--- src/dqc_map.svh ---
`ifndef DQC_MAP_SVH
`define DQC_MAP_SVH

// register byte offsets
`define OFF_CTRL 8'h00
`define OFF_CMD 8'h04
`define OFF_STAT 8'h08
`define OFF_ACC 8'h0c
`define OFF_CPT 8'h10
`define OFF_STRB0 8'h14
`define OFF_STRB2 8'h1c
`define OFF_PRE0 8'h20
`define OFF_PRE1 8'h24
`define OFF_HOME 8'h28
`define OFF_PSET0 8'h30
`define OFF_PSET7 8'h4c

// control register fields
`define CTL_PMODE 0
`define CTL_MMODE 2
`define CTL_FLT_P 4
`define CTL_FLT_M 5
`define CTL_FLT_INH 6
`define CTL_FLT_PRE 7
`define CTL_POL 8

// command register fields
`define CMD_CLR_CAP 0
`define CMD_CLR_PRE 3
`define CMD_CLR_ERR 5
`define CMD_CLR_HOME 6
`define CMD_OUT_EN 7
`define CMD_HOME 8

`define RST_WORD 32'h0000_0000

// timing
`define CLK_PS 8000
`define CLK_MHZ 125
`define FAST_FILT_PS 2500
`define SLOW_FILT_US 12500
`define PRIO_WIN_US 500
`define TB_MS 1000
`define FAST_CYC ((`FAST_FILT_PS + `CLK_PS - 1) / `CLK_PS)
`define SLOW_CYC (`SLOW_FILT_US * `CLK_MHZ)
`define PRIO_CYC (`PRIO_WIN_US * `CLK_MHZ)
`define TB_CYC (`TB_MS * 1000 * `CLK_MHZ)

`endif

--- src/dqc_pkg.sv ---
package dqc_pkg;
  localparam int AW = 8;

  typedef enum logic [1:0] {MODE_UPDN, MODE_PDIR, MODE_QUAD} count_mode_t;

  typedef struct packed {
    logic [AW-1:0] awaddr;
    logic awvalid;
    logic [31:0] wdata;
    logic [3:0] wstrb;
    logic wvalid;
    logic bready;
    logic [AW-1:0] araddr;
    logic arvalid;
    logic rready;
  } axi_req_t;

  typedef struct packed {
    logic awready;
    logic wready;
    logic [1:0] bresp;
    logic bvalid;
    logic arready;
    logic [31:0] rdata;
    logic [1:0] rresp;
    logic rvalid;
  } axi_rsp_t;
endpackage

--- src/differential_quadrature_counter.sv ---
// The implementer's own choices: the AXI4-Lite slave port and the register offsets.
`timescale 1ns/10ps
`include "dqc_map.svh"
module differential_quadrature_counter #(
  parameter int unsigned SLOW_CYC = `SLOW_CYC,
  parameter int unsigned PRIO_CYC = `PRIO_CYC,
  parameter int unsigned TB_CYC = `TB_CYC
)(
  input wire logic sys_clk_i,
  input wire logic rst_n_i,
  input wire dqc_pkg::axi_req_t axi_req_i,
  output dqc_pkg::axi_rsp_t axi_rsp_o,
  input wire logic plus_loop_phase_one_i,
  input wire logic plus_loop_phase_two_i,
  input wire logic minus_loop_phase_one_i,
  input wire logic minus_loop_phase_two_i,
  input wire logic count_inhibit_i,
  input wire logic home_enable_i,
  input wire logic index_pulse_i,
  input wire logic [2:0] capture_i,
  input wire logic [1:0] preload_i,
  output logic [3:0] preset_out_o
);
  localparam int NIN = 12;
  localparam logic [31:0] FAST_C = 32'(`FAST_CYC);

  // input order: plus a/b, minus a/b, inhibit, home en, index, capture x3, preload x2
  logic [NIN-1:0] raw, sync1, sync2, filt, filt_d, next_filt, slow_sel, rise, fall;
  logic [31:0] fcnt [NIN];
  logic [31:0] next_fcnt [NIN];
  logic [31:0] lim;

  dqc_pkg::axi_rsp_t rsp, next_rsp;
  logic aw_got, next_aw_got, w_got, next_w_got;
  logic [7:0] waddr, next_waddr;
  logic [31:0] wdat, next_wdat, wval;
  logic [3:0] wstb, next_wstb;
  logic [31:0] ctrl, next_ctrl;
  logic [1:0] cmd, next_cmd;
  logic [6:0] clr, next_clr;
  logic wr_acc, next_wr_acc;
  logic [31:0] wr_val, next_wr_val;
  logic [31:0] pre_val [2];
  logic [31:0] next_pre_val [2];
  logic [31:0] home_pos, next_home_pos;
  logic [31:0] pset [8];
  logic [31:0] next_pset [8];
  logic [31:0] rd;
  logic rd_err;

  logic [31:0] acc, next_acc, cpt, next_cpt, run, next_run, tb, next_tb, sum, dext;
  logic [31:0] strb [3];
  logic [31:0] next_strb [3];
  logic [2:0] flg_cap, next_flg_cap, strb_ev;
  logic [1:0] flg_pre, next_flg_pre, pre_ev;
  logic home_found, next_home_found, err, next_err, ovf, ready;
  logic [3:0] out_r, next_out_r;
  logic home_done, next_home_done, home_ev, ld;
  logic [31:0] win_cnt, next_win_cnt, ld_val;
  logic [1:0] win_rank, next_win_rank;
  logic signed [1:0] sp, sm;
  logic signed [2:0] delta;

  function automatic logic signed [1:0] step(input logic [1:0] md, input logic a, b, ad, bd);
    logic signed [1:0] d;
    d = 2'sd0;
    case (dqc_pkg::count_mode_t'(md))
      dqc_pkg::MODE_UPDN:
        if ((a & ~ad) != (b & ~bd)) d = (a & ~ad) ? 2'sd1 : -2'sd1;
      dqc_pkg::MODE_PDIR:
        if (a & ~ad) d = b ? -2'sd1 : 2'sd1;
      dqc_pkg::MODE_QUAD:
        if ((a ^ ad) != (b ^ bd)) d = (a ^ bd) ? 2'sd1 : -2'sd1;
      default: d = 2'sd0;
    endcase
    return d;
  endfunction

  assign raw = {preload_i, capture_i, index_pulse_i, home_enable_i, count_inhibit_i,
                minus_loop_phase_two_i, minus_loop_phase_one_i,
                plus_loop_phase_two_i, plus_loop_phase_one_i};
  // home enable pinned slow, index and captures pinned fast
  assign slow_sel = {{2{ctrl[`CTL_FLT_PRE]}}, 4'h0, 1'b1, ctrl[`CTL_FLT_INH],
                     {2{ctrl[`CTL_FLT_M]}}, {2{ctrl[`CTL_FLT_P]}}};

  // a change passes only after it has held for the whole filter time
  always_comb
  begin
    lim = FAST_C;
    for (int i = 0; i < NIN; i++)
    begin
      next_filt[i] = filt[i];
      next_fcnt[i] = '0;
      lim = slow_sel[i] ? SLOW_CYC : FAST_C;
      if (sync2[i] != filt[i])
      begin
        if (fcnt[i] + 32'd1 >= lim)
          next_filt[i] = sync2[i];
        else
          next_fcnt[i] = fcnt[i] + 32'd1;
      end
    end
  end

  always_ff @(posedge sys_clk_i or negedge rst_n_i)
  begin
    if (!rst_n_i)
    begin
      sync1 <= '0;
      sync2 <= '0;
      filt <= '0;
      filt_d <= '0;
      fcnt <= '{default: '0};
    end
    else
    begin
      sync1 <= raw;
      sync2 <= sync1;
      filt <= next_filt;
      filt_d <= filt;
      fcnt <= next_fcnt;
    end
  end

  assign rise = filt & ~filt_d;
  assign fall = ~filt & filt_d;
  assign strb_ev = (ctrl[`CTL_POL+:3] & fall[9:7]) | (~ctrl[`CTL_POL+:3] & rise[9:7]);
  assign sp = step(ctrl[`CTL_PMODE+:2], filt[0], filt[1], filt_d[0], filt_d[1]);
  assign sm = step(ctrl[`CTL_MMODE+:2], filt[2], filt[3], filt_d[2], filt_d[3]);
  // minus loop enters with its sign turned over; inhibit level blocks all counts
  assign delta = filt[4] ? 3'sd0 :
                 $signed({sp[1], sp}) - $signed({sm[1], sm});
  assign dext = {{29{delta[2]}}, delta};
  assign sum = acc + dext;

  // home arms on the enable level while the home command bit is set and fires once on the next index edge
  assign home_ev = cmd[1] & filt[5] & rise[6] & ~home_done;
  // a lower-ranked load inside the window of a higher one is dropped
  assign pre_ev[0] = rise[10] & ~home_ev & (win_cnt == '0 || win_rank < 2'd2);
  assign pre_ev[1] = rise[11] & ~home_ev & ~pre_ev[0] & (win_cnt == '0 || win_rank < 2'd1);
  assign ld = home_ev | pre_ev[0] | pre_ev[1];
  assign ld_val = home_ev ? home_pos : (pre_ev[0] ? pre_val[0] : pre_val[1]);

  always_comb
  begin
    next_home_done = filt[5] & (home_done | home_ev);
    next_win_cnt = win_cnt;
    next_win_rank = win_rank;
    if (ld)
    begin
      next_win_cnt = PRIO_CYC - 32'd1;
      next_win_rank = home_ev ? 2'd3 : (pre_ev[0] ? 2'd2 : 2'd1);
    end
    else if (win_cnt != '0)
      next_win_cnt = win_cnt - 32'd1;
    else
      next_win_rank = 2'd0;
  end

  always_ff @(posedge sys_clk_i or negedge rst_n_i)
  begin
    if (!rst_n_i)
    begin
      home_done <= 1'b0;
      win_cnt <= '0;
      win_rank <= 2'd0;
    end
    else
    begin
      home_done <= next_home_done;
      win_cnt <= next_win_cnt;
      win_rank <= next_win_rank;
    end
  end

  assign ovf = ~ld & ~wr_acc & (delta != 3'sd0) & (acc[31] == delta[2]) & (sum[31] != acc[31]);

  always_comb
  begin
    next_acc = sum;
    if (ld)
      next_acc = ld_val;
    else if (wr_acc)
      next_acc = wr_val;
    for (int i = 0; i < 3; i++)
      next_strb[i] = strb_ev[i] ? acc : strb[i];
    // set beats a clear arriving in the same cycle
    next_flg_cap = (flg_cap & ~clr[`CMD_CLR_CAP+:3]) | strb_ev;
    next_flg_pre = (flg_pre & ~clr[`CMD_CLR_PRE+:2]) | pre_ev;
    next_home_found = (home_found & ~clr[`CMD_CLR_HOME]) | home_ev;
    next_err = (err & ~clr[`CMD_CLR_ERR]) | ovf;
    next_tb = tb + 32'd1;
    next_run = run + dext;
    next_cpt = cpt;
    if (filt[4])
    begin
      next_run = '0;
      next_cpt = '0;
    end
    else if (tb >= TB_CYC - 32'd1)
    begin
      next_tb = '0;
      next_run = '0;
      next_cpt = run + dext;
    end
    for (int i = 0; i < 4; i++)
    begin
      if ($signed(pset[2*i]) <= $signed(pset[2*i+1]))
        next_out_r[i] = $signed(acc) >= $signed(pset[2*i]) &&
                        $signed(acc) < $signed(pset[2*i+1]);
      else
        next_out_r[i] = $signed(acc) >= $signed(pset[2*i]) ||
                        $signed(acc) < $signed(pset[2*i+1]);
      next_out_r[i] = next_out_r[i] & cmd[0];
    end
  end

  always_ff @(posedge sys_clk_i or negedge rst_n_i)
  begin
    if (!rst_n_i)
    begin
      acc <= `RST_WORD;
      strb <= '{default: '0};
      flg_cap <= '0;
      flg_pre <= '0;
      home_found <= 1'b0;
      err <= 1'b0;
      tb <= '0;
      run <= '0;
      cpt <= '0;
      out_r <= '0;
      ready <= 1'b0;
    end
    else
    begin
      acc <= next_acc;
      strb <= next_strb;
      flg_cap <= next_flg_cap;
      flg_pre <= next_flg_pre;
      home_found <= next_home_found;
      err <= next_err;
      tb <= next_tb;
      run <= next_run;
      cpt <= next_cpt;
      out_r <= next_out_r;
      ready <= 1'b1;
    end
  end

  assign preset_out_o = out_r;
  assign axi_rsp_o = rsp;

  // status and words that the controller polls each scan
  always_comb
  begin
    rd = '0;
    rd_err = 1'b0;
    if (axi_req_i.araddr[1:0] != 2'b00)
      rd_err = 1'b1;
    else if (axi_req_i.araddr == `OFF_CTRL)
      rd = ctrl;
    else if (axi_req_i.araddr == `OFF_CMD)
      rd = {23'h0, cmd, 7'h0};
    else if (axi_req_i.araddr == `OFF_STAT)
      rd = {18'h0, err, ready, out_r, filt[5], filt[4], home_found, flg_pre, flg_cap};
    else if (axi_req_i.araddr == `OFF_ACC)
      rd = acc;
    else if (axi_req_i.araddr == `OFF_CPT)
      rd = cpt;
    else if (axi_req_i.araddr >= `OFF_STRB0 && axi_req_i.araddr <= `OFF_STRB2)
      rd = strb[2'((axi_req_i.araddr - `OFF_STRB0) >> 2)];
    else if (axi_req_i.araddr == `OFF_PRE0 || axi_req_i.araddr == `OFF_PRE1)
      rd = pre_val[axi_req_i.araddr[2]];
    else if (axi_req_i.araddr == `OFF_HOME)
      rd = home_pos;
    else if (axi_req_i.araddr >= `OFF_PSET0 && axi_req_i.araddr <= `OFF_PSET7)
      rd = pset[3'((axi_req_i.araddr - `OFF_PSET0) >> 2)];
    else
      rd_err = 1'b1;
  end

  // write lanes not strobed keep their old bytes
  function automatic logic [31:0] merge(input logic [31:0] old, d, input logic [3:0] s);
    logic [31:0] r;
    r = old;
    for (int b = 0; b < 4; b++)
      if (s[b]) r[8*b+:8] = d[8*b+:8];
    return r;
  endfunction

  always_comb
  begin
    next_rsp = rsp;
    next_aw_got = aw_got | (axi_req_i.awvalid & rsp.awready);
    next_w_got = w_got | (axi_req_i.wvalid & rsp.wready);
    next_waddr = (axi_req_i.awvalid & rsp.awready) ? axi_req_i.awaddr : waddr;
    next_wdat = (axi_req_i.wvalid & rsp.wready) ? axi_req_i.wdata : wdat;
    next_wstb = (axi_req_i.wvalid & rsp.wready) ? axi_req_i.wstrb : wstb;
    next_ctrl = ctrl;
    next_cmd = cmd;
    next_clr = '0;
    next_wr_acc = 1'b0;
    next_wr_val = wr_val;
    next_pre_val = pre_val;
    next_home_pos = home_pos;
    next_pset = pset;
    wval = '0;
    if (rsp.bvalid & axi_req_i.bready)
      next_rsp.bvalid = 1'b0;
    if (next_aw_got & next_w_got & ~rsp.bvalid)
    begin
      next_aw_got = 1'b0;
      next_w_got = 1'b0;
      next_rsp.bvalid = 1'b1;
      next_rsp.bresp = 2'b00;
      if (next_waddr == `OFF_CTRL)
        next_ctrl = merge(ctrl, next_wdat, next_wstb);
      else if (next_waddr == `OFF_CMD)
      begin
        wval = merge({23'h0, cmd, 7'h0}, next_wdat, next_wstb);
        // clear pulses only act when the low byte is strobed
        next_clr = next_wstb[0] ? wval[6:0] : 7'h0;
        next_cmd = wval[`CMD_HOME:`CMD_OUT_EN];
      end
      else if (next_waddr == `OFF_ACC)
      begin
        next_wr_acc = 1'b1;
        next_wr_val = merge(acc, next_wdat, next_wstb);
      end
      else if (next_waddr == `OFF_PRE0 || next_waddr == `OFF_PRE1)
        next_pre_val[next_waddr[2]] = merge(pre_val[next_waddr[2]], next_wdat, next_wstb);
      else if (next_waddr == `OFF_HOME)
        next_home_pos = merge(home_pos, next_wdat, next_wstb);
      else if (next_waddr >= `OFF_PSET0 && next_waddr <= `OFF_PSET7 && next_waddr[1:0] == 2'b00)
        next_pset[3'((next_waddr - `OFF_PSET0) >> 2)] =
          merge(pset[3'((next_waddr - `OFF_PSET0) >> 2)], next_wdat, next_wstb);
      else if (next_waddr != `OFF_STAT && next_waddr != `OFF_CPT &&
               !(next_waddr >= `OFF_STRB0 && next_waddr <= `OFF_STRB2 && next_waddr[1:0] == 2'b00))
        next_rsp.bresp = 2'b10;
    end
    next_rsp.awready = ~next_aw_got & ~next_rsp.bvalid;
    next_rsp.wready = ~next_w_got & ~next_rsp.bvalid;
    if (rsp.rvalid & axi_req_i.rready)
      next_rsp.rvalid = 1'b0;
    if (axi_req_i.arvalid & rsp.arready)
    begin
      next_rsp.rvalid = 1'b1;
      next_rsp.rdata = rd;
      next_rsp.rresp = rd_err ? 2'b10 : 2'b00;
    end
    next_rsp.arready = ~next_rsp.rvalid;
  end

  always_ff @(posedge sys_clk_i or negedge rst_n_i)
  begin
    if (!rst_n_i)
    begin
      rsp <= '0;
      aw_got <= 1'b0;
      w_got <= 1'b0;
      waddr <= '0;
      wdat <= '0;
      wstb <= '0;
      ctrl <= `RST_WORD;
      cmd <= '0;
      clr <= '0;
      wr_acc <= 1'b0;
      wr_val <= '0;
      pre_val <= '{default: '0};
      home_pos <= `RST_WORD;
      pset <= '{default: '0};
    end
    else
    begin
      rsp <= next_rsp;
      aw_got <= next_aw_got;
      w_got <= next_w_got;
      waddr <= next_waddr;
      wdat <= next_wdat;
      wstb <= next_wstb;
      ctrl <= next_ctrl;
      cmd <= next_cmd;
      clr <= next_clr;
      wr_acc <= next_wr_acc;
      wr_val <= next_wr_val;
      pre_val <= next_pre_val;
      home_pos <= next_home_pos;
      pset <= next_pset;
    end
  end
endmodule

--- config.mk ---
export PLATFORM = sky130hd
export DESIGN_NAME = differential_quadrature_counter
export DESIGN_NICKNAME = d
export VERILOG_FILES = /design/src/dqc_pkg.sv /design/src/differential_quadrature_counter.sv
export VERILOG_INCLUDE_DIRS = /design/src
export SDC_FILE = /design/constraint.sdc
export NUM_CORES = 2
export LEC_CHECK = 0
export BUFFER_PORTS_ARGS = -buffer_cell sky130_fd_sc_hd__buf_2
export CORE_ASPECT_RATIO = 1.25
export CORE_UTILIZATION = 55
export CTS_BUF_LIST = sky130_fd_sc_hd__clkbuf_16
export CTS_CLUSTER_DIAMETER = 50
export DETAILED_ROUTE_END_ITERATION = 6
export GPL_TIMING_DRIVEN = 0
export PLACE_DENSITY = 0.77
export SYNTH_ARGS = -nofsm -noshare
export SYNTH_HDL_FRONTEND = slang
export SYNTH_SLANG_ARGS = --single-unit
--- constraint.sdc ---
create_clock -name sys_clk_i -period 6.1 [get_ports sys_clk_i]
set_input_delay 0.915 -clock sys_clk_i [delete_from_list [all_inputs] [get_ports sys_clk_i]]
set_output_delay 0.915 -clock sys_clk_i [all_outputs]
set_load 0.05 [all_outputs]
# [After elaboration in Yosys (flattened, before gate mapping)]
# Cells that the tools add are included.
[op_classes] addsub=20 order_cmp=42 eq_ne=37 n_mux=189 n_bitwise=85 n_reduce_logical=59
[ops] op="$mux W32" n=61
[ops] op="$mux W8" n=61
[ops] op="$add A32 B1 Y32 const B" n=13
[ops] op="$bwmux W256" n=1
[ops] op="$ge A32 B32 Y1" n=7
[ops] op="$bmux W32 S3" n=2
[ops] op="$ge A32 B1 Y1 const B" n=4
[ops] op="$ge A32 B21 Y1" n=4
[ops] op="$le A32 B32 Y1" n=4
[ops] op="$lt A32 B32 Y1" n=4
[ops] op="$demux W32 S3" n=1
[ops] op="$mux W21" n=4
[ops] op="$add A32 B32 Y32" n=2
[ops] op="$bmux W32 S2" n=1
[ops] op="$bwmux W64" n=1
[ops] op="$eq A8 B6 Y1 const B" n=6
[ops] op="$mux W2" n=24
[ops] op="$reduce_and A7 Y1" n=5
[ops] op="$and A1 B1 Y1" n=32
[ops] op="$demux W32 S1" n=1
[ops] op="$ge A32 B21 Y1 const B" n=1
[ops] op="$ge A32 B27 Y1 const B" n=1
[ops] op="$logic_not A32 Y1" n=1
[ops] op="$reduce_bool A32 Y1" n=1
[ops] op="56 further kinds" n=190
[totals] ff_bits=1216 in_bits=71

# [Logic depth before layout (Yosys ltp)]
[logic_depth] word_depth=17 mapped_depth=23

# [Worst setup path before layout]
# Ideal clock, no wire load.
[synth_path] path_type="reg-to-reg" from="reg filt[2]" to="reg acc[30]" setup_time_ps=129 arrival_ps=6530 path_slack_ps=-559 stages_incl_launch_ff=21 cell_sequence="dfrtp_1 ha_1 inv_1 ha_1 nor2_1 a21oi_1 o21ai_0 ha_1 inv_1 fa_1 nor2_1 ha_1 and3_1 a221o_1 a32oi_1 nand3_1 a21oi_1 o21ai_0 a311oi_1 mux2i_1 nand3_1"
[synth_between] elab_chain_len=9
[synth_lines] element="from (decl)" line_no="differential_quadrature_counter.sv:28" source="logic [NIN-1:0] raw, sync1, sync2, filt, filt_d, next_filt, slow_sel, rise, fall;"
[synth_lines] element="from (signal assigned)" line_no="differential_quadrature_counter.sv:119" source="filt <= next_filt;"
[synth_lines] element="$xor A1 B1 Y1 or $and A1 B1 Y1 (tied branches)" line_no="differential_quadrature_counter.sv:73, differential_quadrature_counter.sv:69, differential_quadrature_counter.sv:71"
[synth_lines] element="$ne A1 B1 Y1 (tied with other cells)" line_no="differential_quadrature_counter.sv:73" source="if ((a ^ ad) != (b ^ bd)) d = (a ^ bd) ? 2'sd1 : -2'sd1;"
[synth_lines] element="$mux W2, on equally long branches" line_no="differential_quadrature_counter.sv:73, differential_quadrature_counter.sv:69"
[synth_lines] element="$pmux W2 S3 *" line_no="differential_quadrature_counter.sv:67" source="case (dqc_pkg::count_mode_t'(md))"
[synth_lines] element="$sub A2 B2 Y3 *" line_no="differential_quadrature_counter.sv:132" source="$signed({sp[1], sp}) - $signed({sm[1], sm});"
[synth_lines] element="$mux W3 *" line_no="differential_quadrature_counter.sv:131" source="assign delta = filt[4] ? 3'sd0 :"
[synth_lines] element="$add A32 B32 Y32 *" line_no="differential_quadrature_counter.sv:134" source="assign sum = acc + dext;"
[synth_lines] element="$mux W32 *" line_no="differential_quadrature_counter.sv:183" source="else if (wr_acc)"
[synth_lines] element="$mux W32 *" line_no="differential_quadrature_counter.sv:181" source="if (ld)"
[synth_lines] element="net next_acc[30]" line_no="differential_quadrature_counter.sv:51" source="logic [31:0] acc, next_acc, cpt, next_cpt, run, next_run, tb, next_tb, sum, dext;"
[synth_lines] element="to (signal assigned)" line_no="differential_quadrature_counter.sv:222" source="acc <= `RST_WORD;"
[synth_lines] element="to (signal assigned)" line_no="differential_quadrature_counter.sv:236" source="acc <= next_acc;"
[synth_lines] element="to (decl)" line_no="differential_quadrature_counter.sv:51"
# The timed path passes the listed nets; every way through them passes the cells marked *.
# A chain may end at the register's enable or synchronous reset.

# [Final worst setup path]
# Ends and elaborated chain as after synthesis.

==> impl_metrics.ini <==
[drt]
viasPerCell = 6.23
drc = 0
antenna_left = 0
dr.pass1.iters = 6
drtIter0Drc = 5713
wl_per_cell_um = 24.5
vias = 59921
finalWirelength_mm = 236

[power_and_ir_drop]
power.leakage_nw = 36.5
power_density_nw_per_um2 = 434
max-vdd-ir-drop_mv = 0.413
power.total_mw = 34.4

[timing]
drv_slew = 0
hold-worst-slack_ps = 117
finalHoldViolations = 0
worst_pin_slew_ps = 1490
timing.final.ws_setup_ps = 111
finClkSkew_ps = 26.3
fmax_mhz = 167
fin_crit_sh_pct = 98.2
finalSetupViolations = 0
fin_crit_ps = 5990
slew_headroom_pct = 0.518

[layout]
syn2layout_area_growth_pct = 12.0
fill_cells = 10750
regArea_um2 = 30300
drive_gt1_share_pct = 9.76
mostFrequentLayoutCell = dfrtp_1
fin_nets = 8437
layout_common_cells = dfrtp_1, nand2_1, o21ai_0
multiInputGateArea_um2 = 38500

[clock_tree]
clock-sinks = 1212
ctsLongestPathBuffers = 3
insertion_delay_ps = 800
hold_buffers = 0
path_clk_slew_ps = 60
clockRootBuffer = clkbuf_16
htreeDepth = 4
cts_tree = built
cts_buffers = 142

[worst_hold_path]
hp-class = input port to asynchronous set/reset pin

[worst_setup_path]
setup.worst_path.class = flip-flop to flip-flop
arrival_ps = 6650
rr_worst_depth = 20
cp-end-kind = flip-flop
cp.required_ps = 6760
cp_max_fo = 13
critPathLaunchType = flip-flop

[synth]
ys_types = 92
ys_async_sr_fraction_pct = 100
postSynthAreaPerCell_um2 = 9.67
synth_flop_cell = dfrtp_1
synth-edff-count = 0
ys_seq_area_share_pct = 42.9
ys_ff_latch = 1212
syn_area_um2 = 70700
postSynthCellCount = 7317
synth-warning-count = 0

[outcome]
violations = capacitance limit
status = finished, violations left

[die]
die-height_um = 403
row_count = 146
core_um2 = 127000
ios = 116
start_util_pct = 55.6
dieArea_um2 = 130000
die_w_um = 323

[global_routing]
grt_pass1_wl_mm = 353
grt_max_degree = 178
grt_pass1_vias = 59292
overflow = 0
antenna_found_initial = 5
track_usage_pct = 36.3

[placement]
io_buffers = 112
dpl.hpwl_mm = 182
place.gp.congestion = 1.00
place_ws_ps = -12.3

[run]
cap_violations = 1
flip-flops by register name, summed over array words and instances (netlist names), 3 cells and up:
signal,count
filt_d,10
tb,32
filt,12
win_cnt,32
ctrl,32
run,32
wdat,32
preset_out_o,4
axi_rsp_o,39
home_pos,32
strb,96
pset,256
waddr,8
cpt,32
sync1,12
fcnt,384
pre_val,64
sync2,12
wr_val,32
wstb,4
flg_cap,3
clr,7
acc,32
worst paths after layout:
| kind | start | endpoint | slack [ps] |
|---|---|---|---|
| setup reg to reg | filt[2] | acc[30] | 110 |
| min in group sys_clk_i | preload_i[0] | sync1[10] | 230 |
| max in group asynchronous | rst_n_i | pset[245] | 3820 |
| setup / recovery | filt[2] | acc[30] | 110 |
| hold reg to reg | sync1[5] | sync2[5] | 350 |
| hold / removal | rst_n_i | fcnt[209] | 120 |
cells by family after synthesis:
kind of cell	Yosys count	synth area share, %
AOI/OAI and AO/OA	1745	15.4
xor gates and xnor gates	311	3.85
adders and majority gates	568	10.1
buffers and inverters	699	3.78
DFF	1212	42.9
muxes	442	8.04
other	2	0.0106
and+or+nand+nor	2338	16.0
per-layer routing:
metal	global-route usage, %	share of wire, %
met1	43.1	38
met2	58.8	47
met3	5.55	6.4
met4	29.0	9.0
met5	0	0.0055
cells in the mapped netlist, types with 26 or more instances:
library cell  number  share of area, %
o22ai_1          107              0.95
a21oi_1          417               3.0
o211ai_1          39              0.41
mux2i_1          136               1.9
o21a_1            28              0.30
xor2_1           144               1.8
mux2_2           227               3.6
dfrtp_1         1212                43
nor3_1           154               1.1
ha_1             565                10
nand3_1          205               1.5
buf_2             33              0.23
o21ai_0          568               4.0
a211oi_1          74              0.79
nand4_1          181               1.6
a221oi_1          46              0.57
nor4_1            59              0.52
nand2_1          712               3.8
mux4_2            78               2.5
a21o_1           147               1.6
a31oi_1           40              0.35
nor2b_1           98              0.87
and4_1            34              0.42
or3_1             27              0.24
a222oi_1          26              0.37
clkbuf_1         222               1.2
nand2b_1          51              0.45
nor2_1           553               2.9
buf_1             31              0.16
xnor2_1          167               2.1
inv_1            403               2.1
and3_1           117               1.0
and2_1            44              0.39
layout make-up:
cell class | count | share of cell area (%)
multi-input combinational | 5616 | 48.7
sequential | 1212 | 38.3
clock buffer | 144 | 4.55
tap | 1702 | 2.69
inverter | 409 | 1.94
buffer | 290 | 1.44
clock inverter | 108 | 1.35
timing repair buffer | 127 | 1.09
antenna | 5 | 0.0158
metrics by stage:
stage	TNS, ps	cells	area, um^2	util, %
global placement	-	9340	74200	58.4
finish	0	9613	79200	62.3
global route	-97.7	9611	79200	62.3
floorplan	0	7526	71500	-
CTS	0	9604	79200	62.3
detailed placement	-16.0	9351	74500	58.6
critical path: stages (launching register included):
cell and delay, ps:
dfrtp_1 520, ha_1 260, inv_1 60, ha_1 280, nor2_1 120, a21oi_1 60, o21ai_0 220, ha_1 200
inv_1 50, fa_1 570, nor2_2 700, ha_1 450, a21oi_1 220, o21ai_0 100, a21oi_1 170, nand3_1 310
a21oi_1 450, o21ai_0 260, a311oi_1 410, mux2i_1 320, nand3_1 110
repair_timing:
action | in CTS | in global routing
pin swaps | 1 | 1
gates resized for setup | 0 | 1
setup endpoints to repair | 2 | 9
buffers inserted | 0 | 4
cloned | 1 | 0
report_power, final:
part	internal, mW	leakage (nW)	switching [mW]	total (mW)
registers	9.53	15.3	2.12	11.7
clock network	4.94	2.32	3.65	8.59
logic	5.16	18.9	8.98	14.1
Power figures use the tool's default switching activity.
